File: src/shared/ptec_consts.vh
// Constants shared by the playback trigger and event control block.
`ifndef PTEC_CONSTS_VH
`define PTEC_CONSTS_VH

// Register byte offsets.
`define PTEC_ADR_CTRL 8'h00
`define PTEC_ADR_STATUS 8'h04
`define PTEC_ADR_REPEAT 8'h08
`define PTEC_ADR_GPO 8'h0c
`define PTEC_ADR_DSEL 8'h10
`define PTEC_ADR_INDEX 8'h14
`define PTEC_ADR_LAST 8'h18

// Control register fields.
`define PTEC_CTRL_MODE_LSB 0
`define PTEC_CTRL_MODE_MSB 1
`define PTEC_CTRL_EXT 2
`define PTEC_CTRL_TPOL 3
`define PTEC_CTRL_EPOL 4
`define PTEC_CTRL_TOUT 5
`define PTEC_CTRL_PDIR 6
`define PTEC_CTRL_RUN 7
`define PTEC_CTRL_RST 32'h00000000

// Run modes.
`define PTEC_MODE_CONT 2'h0
`define PTEC_MODE_TRIG 2'h1
`define PTEC_MODE_GATE 2'h2

// Repeat register fields.
`define PTEC_REP_CNT_MSB 15
`define PTEC_REP_UNTIL 31
`define PTEC_REP_RST 32'h00000001

// Status register fields.
`define PTEC_STAT_DNEW 0
`define PTEC_STAT_PLAY 1
`define PTEC_STAT_TLVL 2
`define PTEC_STAT_TOUT 3
`define PTEC_STAT_ST_LSB 4

// Port layout when used as dynamic control input.
`define PTEC_SEL_W 24
`define PTEC_HALF_W 12
`define PTEC_PORT_W 14
`define PTEC_PIN_HALF 12
`define PTEC_PIN_LOAD 13

// Trigger output pulse width in sample clock cycles.
`define PTEC_TRIG_PULSE_CYC 11'd1280

`endif

File: src/hdl/ptec_edge.v
// Polarity, two-stage synchroniser and rising edge detect per input line.
`timescale 1ns/10ps
`default_nettype none

module ptec_edge #(
  parameter W = 1
) (
  // Clock and reset.
  input wire clk_i,
  input wire rst_i,
  // Lines.
  input wire [W-1:0] pin_i,
  input wire [W-1:0] inv_i,
  output reg [W-1:0] level_o,
  output reg [W-1:0] rise_o
);

  reg [W-1:0] meta;
  reg [W-1:0] sync;

  // Polarity is applied ahead of the synchroniser so the active edge
  // is always a rising one downstream.
  always @(posedge clk_i) begin
    if (rst_i) begin
      meta <= {W{1'b0}};
      sync <= {W{1'b0}};
      level_o <= {W{1'b0}};
      rise_o <= {W{1'b0}};
    end else begin
      meta <= pin_i ^ inv_i;
      sync <= meta;
      level_o <= sync;
      rise_o <= sync & ~level_o;
    end
  end

endmodule // ptec_edge

`default_nettype wire

File: src/hdl/ptec_top.v
// Trigger, gate, event, trigger output and parallel port control.
//
// Summary of operation
// - The trigger/gate input starts or gates playback per run mode.
// - This trigger/gate input drives only this block's play output.
// - Trigger and event inputs each have a selectable polarity.
// - An active event advances the sequencer to the next entry.
// - The event step is one broadcast output for all channels.
// - Trigger output and event input share a pin, one at a time.
// - An enabled trigger output pulse lasts 1280 clock cycles.
// - The parallel port is set as input or output by software.
// - As input the port selects the sequence entry for all channels.
// - Select and half-select lines are taken on the load rise.
// - Two halves build a 24-bit selection value.
// - As output the port drives 14 software-set lines.
// - Each entry repeats a set count or until an event.
// - Extended gated mode plays only while the gate is high.
//
// Decided for this implementation: the placing of the registers and the Wishbone slave port.
`timescale 1ns/10ps
`default_nettype none
`include "ptec_consts.vh"

module ptec_top (
  // Clock and reset.
  input wire clk_i,
  input wire rst_i,
  // Wishbone slave.
  input wire wb_cyc_i,
  input wire wb_stb_i,
  input wire wb_we_i,
  input wire [7:0] wb_adr_i,
  input wire [3:0] wb_sel_i,
  input wire [31:0] wb_dat_i,
  output reg [31:0] wb_dat_o,
  output reg wb_ack_o,
  // Trigger/gate input.
  input wire trig_pin_i,
  // Shared event input and trigger output pin.
  input wire evt_pin_i,
  output reg evt_pin_o,
  output reg evt_pin_oe_o,
  // Parallel control port.
  input wire [`PTEC_PORT_W-1:0] port_i,
  output reg [`PTEC_PORT_W-1:0] port_o,
  output reg [`PTEC_PORT_W-1:0] port_oe_o,
  // Waveform engine side.
  input wire seg_end_i,
  output reg play_o,
  output reg step_o,
  output reg [`PTEC_SEL_W-1:0] index_o
);

  localparam ST_IDLE = 4'b0001;
  localparam ST_ARM = 4'b0010;
  localparam ST_PLAY = 4'b0100;
  localparam ST_GATE = 4'b1000;

  // Byte-lane merge for Wishbone writes.
  function [31:0] merge;
    input [31:0] old;
    input [31:0] val;
    input [3:0] sel;
    integer i;
    begin
      merge = old;
      for (i = 0; i < 4; i = i + 1) begin
        if (sel[i]) begin
          merge[i*8 +: 8] = val[i*8 +: 8];
        end
      end
    end
  endfunction

  reg [31:0] ctrl;
  reg [31:0] rep;
  reg [`PTEC_PORT_W-1:0] gpo;
  reg [`PTEC_SEL_W-1:0] last;
  reg [`PTEC_SEL_W-1:0] dsel;
  reg [`PTEC_HALF_W-1:0] dlow;
  reg dnew;
  reg [3:0] state;
  reg [3:0] next_state;
  reg [15:0] rep_cnt;
  reg [10:0] tcnt;
  reg [31:0] next_dat;

  wire trig_lvl;
  wire trig_rise;
  wire evt_rise;
  wire [`PTEC_PORT_W-1:0] port_lvl;
  wire [`PTEC_PORT_W-1:0] port_rise;

  wire [1:0] mode = ctrl[`PTEC_CTRL_MODE_MSB:`PTEC_CTRL_MODE_LSB];
  wire ext = ctrl[`PTEC_CTRL_EXT];
  wire run = ctrl[`PTEC_CTRL_RUN];
  wire tout_en = ctrl[`PTEC_CTRL_TOUT];
  wire port_out = ctrl[`PTEC_CTRL_PDIR];
  wire until_evt = rep[`PTEC_REP_UNTIL];
  wire [15:0] rep_num = rep[`PTEC_REP_CNT_MSB:0];

  wire wb_req = wb_cyc_i & wb_stb_i & ~wb_ack_o;
  wire wb_wr = wb_req & wb_we_i;
  // Lane-merged write values for the registers narrower than a word.
  wire [31:0] gpo_m = merge({18'h00000, gpo}, wb_dat_i, wb_sel_i);
  wire [31:0] last_m = merge({8'h00, last}, wb_dat_i, wb_sel_i);

  ptec_edge #(
    .W(1)
  ) u_trig (
    .clk_i(clk_i),
    .rst_i(rst_i),
    .pin_i(trig_pin_i),
    .inv_i(ctrl[`PTEC_CTRL_TPOL]),
    .level_o(trig_lvl),
    .rise_o(trig_rise)
  );

  ptec_edge #(
    .W(1)
  ) u_evt (
    .clk_i(clk_i),
    .rst_i(rst_i),
    .pin_i(evt_pin_i),
    .inv_i(ctrl[`PTEC_CTRL_EPOL]),
    .level_o(),
    .rise_o(evt_rise)
  );

  // The port carries positive logic only.
  ptec_edge #(
    .W(`PTEC_PORT_W)
  ) u_port (
    .clk_i(clk_i),
    .rst_i(rst_i),
    .pin_i(port_i),
    .inv_i({`PTEC_PORT_W{1'b0}}),
    .level_o(port_lvl),
    .rise_o(port_rise)
  );

  // While the shared pin drives the trigger pulse, the event path is
  // deaf, otherwise our own pulse would step the sequencer.
  wire evt_ok = evt_rise & ~tout_en & play_o;

  // Data and half-select are synchronised through the same depth as
  // load, so the values seen with the load edge are those set up
  // before it on the pins.
  wire load = port_rise[`PTEC_PIN_LOAD] & ~port_out;
  wire half = port_lvl[`PTEC_PIN_HALF];
  wire jump = load & half;

  // A count of zero is treated as one pass.
  wire rep_last = ({1'b0, rep_cnt} + 17'h1) >= {1'b0, rep_num};
  wire seg_done = seg_end_i & play_o & ~until_evt & rep_last;
  wire adv = play_o & (evt_ok | seg_done);
  wire wrap = index_o == last;
  wire once_end = adv & wrap & ext & (mode == `PTEC_MODE_TRIG);

  always @* begin
    next_state = state;
    case (state)
      ST_IDLE: begin
        if (run) begin
          if (mode == `PTEC_MODE_CONT) begin
            next_state = ST_PLAY;
          end else if (mode == `PTEC_MODE_GATE && ext) begin
            next_state = ST_GATE;
          end else begin
            next_state = ST_ARM;
          end
        end
      end
      ST_ARM: begin
        if (!run) begin
          next_state = ST_IDLE;
        end else if (trig_rise) begin
          next_state = ST_PLAY;
        end
      end
      ST_PLAY: begin
        if (!run) begin
          next_state = ST_IDLE;
        end else if (once_end) begin
          next_state = ST_ARM;
        end
      end
      ST_GATE: begin
        if (!run) begin
          next_state = ST_IDLE;
        end
      end
      default: begin
        next_state = ST_IDLE;
      end
    endcase
  end

  // Playback of this block follows only its own trigger input.
  wire next_play = (next_state == ST_PLAY) |
                   ((next_state == ST_GATE) & trig_lvl);
  wire start = next_play & ~play_o;
  wire fire = tout_en & (start | adv | jump);

  always @(posedge clk_i) begin
    if (rst_i) begin
      state <= ST_IDLE;
      play_o <= 1'b0;
    end else begin
      state <= next_state;
      play_o <= next_play;
    end
  end

  // Sequencer position and repeat counter.
  always @(posedge clk_i) begin
    if (rst_i) begin
      index_o <= {`PTEC_SEL_W{1'b0}};
      rep_cnt <= 16'h0000;
      step_o <= 1'b0;
    end else begin
      step_o <= adv | jump;
      if (jump) begin
        index_o <= {port_lvl[`PTEC_HALF_W-1:0], dlow};
        rep_cnt <= 16'h0000;
      end else if (adv) begin
        rep_cnt <= 16'h0000;
        if (wrap) begin
          index_o <= {`PTEC_SEL_W{1'b0}};
        end else begin
          index_o <= index_o + 24'h000001;
        end
      end else if (seg_end_i && play_o) begin
        if (!until_evt) begin
          rep_cnt <= rep_cnt + 16'h0001;
        end
      end else if (state != ST_IDLE && next_state == ST_IDLE) begin
        // Reset only on stop, so a selection loaded while idle survives.
        index_o <= {`PTEC_SEL_W{1'b0}};
        rep_cnt <= 16'h0000;
      end
    end
  end

  // Dynamic selection capture: low half first, high half completes.
  always @(posedge clk_i) begin
    if (rst_i) begin
      dlow <= {`PTEC_HALF_W{1'b0}};
      dsel <= {`PTEC_SEL_W{1'b0}};
      dnew <= 1'b0;
    end else begin
      if (load && !half) begin
        dlow <= port_lvl[`PTEC_HALF_W-1:0];
      end
      if (jump) begin
        dsel <= {port_lvl[`PTEC_HALF_W-1:0], dlow};
      end
      // A new value arriving with the clear keeps the flag set.
      if (jump) begin
        dnew <= 1'b1;
      end else if (wb_wr && wb_adr_i == `PTEC_ADR_STATUS &&
                   wb_sel_i[0] && wb_dat_i[`PTEC_STAT_DNEW]) begin
        dnew <= 1'b0;
      end
    end
  end

  // Trigger output pulse; a new cause restarts the full width.
  always @(posedge clk_i) begin
    if (rst_i) begin
      tcnt <= 11'h000;
      evt_pin_o <= 1'b0;
      evt_pin_oe_o <= 1'b0;
    end else begin
      evt_pin_oe_o <= tout_en;
      if (fire) begin
        tcnt <= `PTEC_TRIG_PULSE_CYC - 11'h001;
        evt_pin_o <= 1'b1;
      end else if (!tout_en) begin
        tcnt <= 11'h000;
        evt_pin_o <= 1'b0;
      end else if (tcnt != 11'h000) begin
        tcnt <= tcnt - 11'h001;
      end else begin
        evt_pin_o <= 1'b0;
      end
    end
  end

  // Parallel port direction and general purpose output lines.
  always @(posedge clk_i) begin
    if (rst_i) begin
      port_o <= {`PTEC_PORT_W{1'b0}};
      port_oe_o <= {`PTEC_PORT_W{1'b0}};
    end else begin
      port_o <= gpo;
      port_oe_o <= {`PTEC_PORT_W{port_out}};
    end
  end

  // Register writes. Mode and polarity changes take effect at once, so
  // software should clear the run bit before changing the mode.
  always @(posedge clk_i) begin
    if (rst_i) begin
      ctrl <= `PTEC_CTRL_RST;
      rep <= `PTEC_REP_RST;
      gpo <= {`PTEC_PORT_W{1'b0}};
      last <= {`PTEC_SEL_W{1'b0}};
    end else if (wb_wr) begin
      case (wb_adr_i)
        `PTEC_ADR_CTRL: begin
          ctrl <= merge(ctrl, wb_dat_i, wb_sel_i) & 32'h000000ff;
        end
        `PTEC_ADR_REPEAT: begin
          rep <= merge(rep, wb_dat_i, wb_sel_i) & 32'h8000ffff;
        end
        `PTEC_ADR_GPO: begin
          gpo <= gpo_m[`PTEC_PORT_W-1:0];
        end
        `PTEC_ADR_LAST: begin
          last <= last_m[`PTEC_SEL_W-1:0];
        end
        default: begin
          ctrl <= ctrl;
        end
      endcase
    end
  end

  // Read multiplexer; unmapped offsets read as zero.
  always @* begin
    next_dat = 32'h00000000;
    case (wb_adr_i)
      `PTEC_ADR_CTRL: begin
        next_dat = ctrl;
      end
      `PTEC_ADR_STATUS: begin
        next_dat[`PTEC_STAT_DNEW] = dnew;
        next_dat[`PTEC_STAT_PLAY] = play_o;
        next_dat[`PTEC_STAT_TLVL] = trig_lvl;
        next_dat[`PTEC_STAT_TOUT] = evt_pin_o;
        next_dat[`PTEC_STAT_ST_LSB +: 4] = state;
      end
      `PTEC_ADR_REPEAT: begin
        next_dat = rep;
      end
      `PTEC_ADR_GPO: begin
        next_dat[`PTEC_PORT_W-1:0] = gpo;
      end
      `PTEC_ADR_DSEL: begin
        next_dat[`PTEC_SEL_W-1:0] = dsel;
      end
      `PTEC_ADR_INDEX: begin
        next_dat[`PTEC_SEL_W-1:0] = index_o;
      end
      `PTEC_ADR_LAST: begin
        next_dat[`PTEC_SEL_W-1:0] = last;
      end
      default: begin
        next_dat = 32'h00000000;
      end
    endcase
  end

  // Every access, mapped or not, is acknowledged one cycle after it is
  // seen, and ack drops in the cycle after.
  always @(posedge clk_i) begin
    if (rst_i) begin
      wb_ack_o <= 1'b0;
      wb_dat_o <= 32'h00000000;
    end else begin
      wb_ack_o <= wb_req;
      if (wb_req) begin
        wb_dat_o <= next_dat;
      end
    end
  end

endmodule // ptec_top

`default_nettype wire

File: config.mk
export PLATFORM = sky130hd
export DESIGN_NAME = ptec_top
export DESIGN_NICKNAME = d
export VERILOG_FILES = /design/src/hdl/ptec_edge.v /design/src/hdl/ptec_top.v
export VERILOG_INCLUDE_DIRS = /design/src /design/src/shared
export SDC_FILE = /design/constraint.sdc
export NUM_CORES = 1
export LEC_CHECK = 0
export ABC_AREA = 1
export BUFFER_PORTS_ARGS = -buffer_cell sky130_fd_sc_hd__buf_4
export CAP_MARGIN = 20
export CORE_MARGIN = 2
export CORE_UTILIZATION = 52
export CTS_CLUSTER_SIZE = 20
export DETAILED_ROUTE_END_ITERATION = 8
export PLACE_DENSITY = 0.74
export SYNTH_ARGS = -nofsm -noshare
export SYNTH_HDL_FRONTEND = slang
export SYNTH_HIERARCHICAL = 1
export SYNTH_SLANG_ARGS = --single-unit
export TNS_END_PERCENT = 100
File: constraint.sdc
create_clock -name clk_i -period 2.59 [get_ports clk_i]
set_clock_uncertainty 0.15 [all_clocks]
set_input_delay 0.259 -clock clk_i [delete_from_list [all_inputs] [get_ports clk_i]]
set_output_delay 0.259 -clock clk_i [all_outputs]
set_load 0.02 [all_outputs]
== Yosys cells after proc, flatten, opt, wreduce, memory -nomap -nowiden ==
Cells that the tools add are included.
Widths: inputs -> output; s select.

* Flip-flop bits (word level): 271

* Reductions and logical operators: 27
* Order comparisons: 1
* Mux-type cells: 29
* Eq/ne operators: 21
* Bitwise gates (word level): 35
* Add/sub/neg operators: 4

{| class="wikitable"
|+ Operators with widths
! kind !! number
|-
| $mux 24 || 5
|-
| $pmux 8 s7 || 1
|-
| $mux 16 || 3
|-
| $pmux 10 s4 || 1
|-
| $mux 11 || 3
|-
| $mux 4 || 8
|-
| $pmux 6 s5 || 1
|-
| $reduce_and 3->1 || 9
|-
| $add 24x1->24 const B || 1
|-
| $eq 24x24->1 || 1
|-
| $eq 8x5->1 const B || 3
|-
| $and 1x1->1 || 19
|-
| $add 16x1->17 const B || 1
|-
| $ge 17x16->1 || 1
|-
| $add 16x1->16 const B || 1
|-
| $eq 8x4->1 const B || 2
|-
| $pmux 4 s4 || 1
|-
| $and 14x14->14 || 1
|-
| $not 14->14 || 1
|-
| $reduce_bool 11->1 || 1
|-
| $sub 11x1->11 const B || 1
|-
| $eq 4x1->1 const B || 2
|-
| $eq 4x3->1 const B || 2
|-
| $eq 4x4->1 const B || 2
|-
| other kinds (21) || 46
|}

== Depth between registers and ports, before layout ==
* Depth in word-level cells: 19
* Depth in mapped cells: 25
* Gate-level depth less buffers: 24

== By module ==
The synthesis kept the hierarchy.

{| class="wikitable"
|+ Modules (own cells, without submodules)
! module !! instances !! area each (µm²) !! seq. area each (µm²) !! cells an instance
|-
| ptec_top || 1 || 9821.9 || 4003.8 || 1356
|-
| ptec_edge at u_port || 1 || 1757.9 || 1121.1 || 189
|-
| ptec_edge at u_evt ... || 2 || 128.9 || 80.1 || 14
|}

== Worst setup path before layout ==
Ideal clock, no wire load.

* Path type: reg-to-reg
* Start: register rep_cnt[2]
* End: register tcnt[7]
* Data required time: 2330 ps
* Clock period less this slack: 2876 ps
* Cell stages (with the launch flop): 24
* Slack: -286 ps
* Path buffers: 1
* Arrival time: 2616 ps
* Path through: dfxtp_1 -> nand3_1 -> nor3_1 -> nand3_1 -> nor2_1 -> nand2_1 -> xor2_1 -> ha_1 -> nand2_1 -> nor2_1 -> nand4_1 -> nand3b_1 -> nor2_1 -> nand2_1 -> nand2_2 -> nand2_4 -> nand2_1 -> nand2_1 -> nand3_2 -> nand2_2 -> buf_6 -> nand3_1 -> nand2_1 -> inv_1

* Longest elaborated chain between the ends: 19
* Elaborated cells on any way between the ends: 21
* Those cells by class: add/sub (1); order compare (1); eq/ne (3); mux (4); bitwise (12)

{| class="wikitable"
|+ Ends and longest elaborated chain
! item !! line !! text
|-
| start, declared || ptec_top.v:84 || <nowiki>reg [15:0] rep_cnt;</nowiki>
|-
| start signal, assigned || ptec_top.v:235 || <nowiki>rep_cnt <= rep_cnt + 16'h0001;</nowiki>
|-
| $add 16x1->17 (*) || ptec_top.v:154 || <nowiki>wire rep_last = ({1'b0, rep_cnt} + 17'h1) >= {1'b0, rep_num};</nowiki>
|-
| $ge 17x16->1 (*) || ptec_top.v:154 ||
|-
| $and 1x1->1 (*) || ptec_top.v:155 || <nowiki>wire seg_done = seg_end_i & play_o & ~until_evt & rep_last;</nowiki>
|-
| $or 1x1->1 (*) || ptec_top.v:156 || <nowiki>wire adv = play_o & (evt_ok | seg_done);</nowiki>
|-
| $and 1x1->1 (*) || ptec_top.v:156 ||
|-
| $and 1x1->1 (3 in a row) || ptec_top.v:158 || <nowiki>wire once_end = adv & wrap & ext & (mode == `PTEC_MODE_TRIG);</nowiki>
|-
| $mux 4 || ptec_top.v:184 || <nowiki>end else if (once_end) begin</nowiki>
|-
| $mux 4 || ptec_top.v:182 || <nowiki>if (!run) begin</nowiki>
|-
| $pmux 4 s4 || ptec_top.v:162 || <nowiki>case (state)</nowiki>
|-
| $eq 4x4->1 || ptec_top.v:201 || <nowiki>((next_state == ST_GATE) & trig_lvl);</nowiki>
|-
| $and 1x1->1 || ptec_top.v:201 ||
|-
| $or 1x1->1 || ptec_top.v:200 || <nowiki>wire next_play = (next_state == ST_PLAY) |</nowiki>
|-
| $and 1x1->1 || ptec_top.v:202 || <nowiki>wire start = next_play & ~play_o;</nowiki>
|-
| $or 1x1->1 (*) (2 in a row) || ptec_top.v:203 || <nowiki>wire fire = tout_en & (start | adv | jump);</nowiki>
|-
| $and 1x1->1 (*) || ptec_top.v:203 ||
|-
| $ne 3x1->1 (no line) / $mux 11 (equally long branches) || - ||
|-
| end signal, assigned || ptec_top.v:277 || <nowiki>tcnt <= `PTEC_TRIG_PULSE_CYC - 11'h001;</nowiki>
|-
| end signal, assigned || ptec_top.v:283 || <nowiki>tcnt <= tcnt - 11'h001;</nowiki>
|-
| end, declared || ptec_top.v:85 || <nowiki>reg [10:0] tcnt;</nowiki>
|}

Mark *: on every way between the ends. The rest lies on a longest branch, timed or not.
A chain may end at the register's enable or synchronous reset.

== Worst setup path after layout ==
* Start: register rep_cnt[3]
* End: register index_o[22]

* Longest elaborated chain between the ends: 15
* Elaborated cells on any way between the ends: 18
* Those cells by class: add/sub (1); order compare (1); eq/ne (2); mux (5); bitwise (6); reduce/logical (3)

{| class="wikitable"
|+ Ends and longest elaborated chain
! item !! line !! text
|-
| $add 16x1->17 (*) || ptec_top.v:154 ||
|-
| $ge 17x16->1 (*) || ptec_top.v:154 ||
|-
| $and 1x1->1 (*) || ptec_top.v:155 ||
|-
| $or 1x1->1 (*) || ptec_top.v:156 ||
|-
| $and 1x1->1 (*) || ptec_top.v:156 ||
|-
| $and 1x1->1 (3 in a row) || ptec_top.v:158 ||
|-
| $mux 4 || ptec_top.v:184 ||
|-
| $mux 4 || ptec_top.v:182 ||
|-
| $pmux 4 s4 || ptec_top.v:162 ||
|-
| $eq 4x1->1 || ptec_top.v:237 || <nowiki>end else if (state != ST_IDLE && next_state == ST_IDLE) begin</nowiki>
|-
| $logic_and 1x1->1 || ptec_top.v:237 ||
|-
| $reduce_bool 3->1 (no line) || - ||
|-
| $reduce_and 2->1 (no line) || - ||
|-
| end signal, assigned || ptec_top.v:229 || <nowiki>index_o <= {`PTEC_SEL_W{1'b0}};</nowiki>
|-
| end signal, assigned || ptec_top.v:231 || <nowiki>index_o <= index_o + 24'h000001;</nowiki>
|-
| end signal, assigned || ptec_top.v:239 || <nowiki>index_o <= {`PTEC_SEL_W{1'b0}};</nowiki>
|-
| end, declared || ptec_top.v:51 || <nowiki>output reg [`PTEC_SEL_W-1:0] index_o</nowiki>
|}

Marked as above.

==> metrics.md <==
| Metric | Value |
|---|---|
| Status | `complete, but fails checks` |
| Failing checks | `setup timing` |
| Setup Viol. Count Final | `56` |
| Synth-to-layout area growth | `32.9%` |
| Later-pin clock latency in the skew report | `530 ps` |
| Max-Cap Viols | `0` |
| Worst-path clk slew | `60 ps` |
| Arrival time at the worst endpoint | `3530 ps` |
| Data required time of the critical path | `2890 ps` |
| First-pass GRT wire length | `53800 µm` |
| YS warnings | `6` |
| Core ar. | `approximately 0.022 mm²` |
| Gpl congestion | `0.933` |
| Vias in the first global route | `10600` |
| Slowest cell on the critical path | `dfxtp_1` |
| Max_slew headroom | `55.7%` |
| CTS Buf Count | `26` |
| Crit path top cell by count | `nand2_2` |
| Worst setup margin | `-639 ps` |
| Critical path's top delay family | `simple AND/OR/NAND/NOR gates` |
| Remaining DRCs | `0` |
| Placed Cells | `roughly 2000` |
| Worst Setup End Kind | `flop` |
| Multi-input combinational cell area | `slightly below 0.006 mm²` |
| DIE AREA | `approximately 0.023 mm²` |
| Achievable Freq | `310 MHz` |
| Tcrit/Tclk final | `125%` |
| Routed WL | `between 30000 and 40000 µm` |
| Least-Margin Pin Slew | `662 ps` |
| Crit path launch type | `flop` |
| Synth Instances | `between 1500 and 2000` |
| CP Class | `flop to flop` |
| Nets | `1885` |
| Via-to-Cell Ratio | `approximately 5.3` |
| Fin cells | `2100` |
| GRT overflow | `0` |
| RSZ-0062 raised after global routing | `true` |
| Max H-tree Level | `1` |
| Worst-path cell chain | `inv_2 > nor4_2 > nand3_1 > xor2_1 > inv_1 > ha_1 > nand2_2 > nor2_2 > nand4_1 > nand3b_1 > nor2_1 > nand2_2 > nand2_2 > nand2_4 > clkinv_4 > nand2_8 > nor2_8 > buf_12 > nand2_1 > a31oi_2` |
| DR WL/cell | `16.4 µm` |
| PwrDens | `between 500 and 600 mW/mm²` |
| Final Hold Viols | `0` |
| Drt pass-1 iters | `5` |
| IO Pins | `155` |
| Hold WS | `a little over 40 ps` |
| Fill cell count | `1734` |
| Die width | `152 µm` |
| Synth Cell Area | `0.0114 mm²` |
| Buf/Inv on CP | `4` |
| TritonCTS clock tree | `done` |
| Dpl hpwl | `23700 µm` |
| Met2 wire len | `between 15000 and 20000 µm` |
| Mean Syn Cell Area | `7.40 µm²` |
| CP max FO | `9` |
| Root Driver | `clkbuf_16` |
| Num rows | `54` |
| Initial drt markers | `between 700 and 800` |
| Share of cells above drive strength 1 | `23.7%` |
| Starting Density | `52.8%` |
| Crit path largest cell delay | `between 300 and 400 ps` |
| # diodes | `0` |
| Pre-CTS setup slack | `-552 ps` |
| Fin crit period | `3230 ps` |
| Initial antenna violation count | `0` |
| Peak VDD IR | `between 600 and 700 µV` |
| CTS Sinks | `251` |
| Hold crit path type | `input pin to flop` |
| Die Y | `about 150 µm` |
| Routed Antenna Nets | `0` |
| Leakage | `0.00645 µW` |
| GRT Util Overall | `28.2%` |
| I/O Buffers | `between 100 and 150` |
| Max-slew violations | `0` |
| Met3 Routed Length | `2380 µm` |
| CTS Buffer Depth | `3` |
| Top Metal Used | `met4` |
| Sequential cell area | `0.00504 mm²` |
| Via count | `about 11000` |
| Largest net degree at the start of global routing | `66` |
| Metal-1 WL | `13800 µm` |
==> registers in the layout (all words and copies together), names as in the netlist, 4 cells and up <==
name            flops
state               4
rep_cnt            16
tcnt               11
port_o             14
u_port/meta        14
rep                17
dsel               24
u_port/sync        14
index_o            24
last               24
ctrl                8
wb_dat_o           25
dlow               12
gpo                14
u_port/level_o     14
==> per-stage QoR <==
step	area, µm²	total power [µW]	utilization [%]	setup TNS, ps
global route	15200	8560	70.1	-39560
finish	15200	8330	70.1	-31660
CTS	14800	8370	68.2	-20190
detailed placement	13200	4350	60.9	-23870
floorplan	11700	4210	-	-7080
global placement	13200	4340	60.9	-18530
==> placed cells by master (no fill, tap or decap), drive strengths merged, types with 2 or more instances in the layout <==
cell type / n
a21oi: 149
a221oi: 14
a31oi: 16
buf: 230
bufinv: 4
clkbuf: 40
clkinv: 8
conb: 35
dfxtp: 251
dlygate4sd3: 48
ha: 19
inv: 188
nand2: 302
nand3: 57
nand3b: 4
nand4: 18
nor2: 211
nor3: 23
nor3b: 2
nor4: 7
o2111ai: 4
o211ai: 6
o21ai: 109
o221ai: 2
o22ai: 12
o31ai: 2
or2: 5
xnor2: 19
xor2: 30
==> cell type report <==
type,instances,area share (%)
Tap cell,280,2.30
Clock inverter,9,0.954
Sequential cell,251,33.1
Timing Repair inverter,1,0.0740
Timing Repair Buffer,279,15.3
Clock buffer,39,5.07
Inverter,190,4.82
Multi-Input combinational cell,1051,38.4
==> power by group <==
part	internal, µW	leakage [µW]	switching (µW)
clock	2450	0.000453	1540
sequential	3910	0.00204	19.3
combinational	180	0.00396	234
==> path summary, 6_finish.rpt <==
kind | startpoint | endpoint | slack (ps) | cells after the start
max | rep_cnt[3] | index_o[22] | -640 | 20
max reg2reg | rep_cnt[3] | index_o[22] | -640 | 20
min reg2reg | u_port/level_o[13] | u_port/rise_o[13] | 240 | 1
min | rst_i | evt_pin_oe_o | 40 | 2
==> worst reg2reg max path: cells and delay by family, from the launching register on <==
kind | cells | cell delay (ps)
buffers and inverters | 4 | 450
DFF | 1 | 360
AOI/OAI and AO/OA | 1 | 140
and+or+nand+nor | 13 | 1570
adders and majority gates | 1 | 300
xor gates and xnor gates | 1 | 200
==> layer usage <==
metal | vias to the layer above | GRT usage, %
met5 | - | 0
met2 | 409 | 49.6
met3 | 90 | 4.18
met4 | 0 | 9.08
met1 | 5192 | 35.5
li1 | 5456 | -
==> repair_timing <==
action | 4_1_cts | 5_1_grt
hold buffers | 48 | 0
hold endpoints to repair | 96 | 0
pin swaps | 3 | 28
setup endpoints to repair | 56 | 57
gates resized for setup | 33 | 77
buffers inserted | 5 | 7
cloned | 2 | 1
Note: power is estimated with default switching activity, not from simulation.
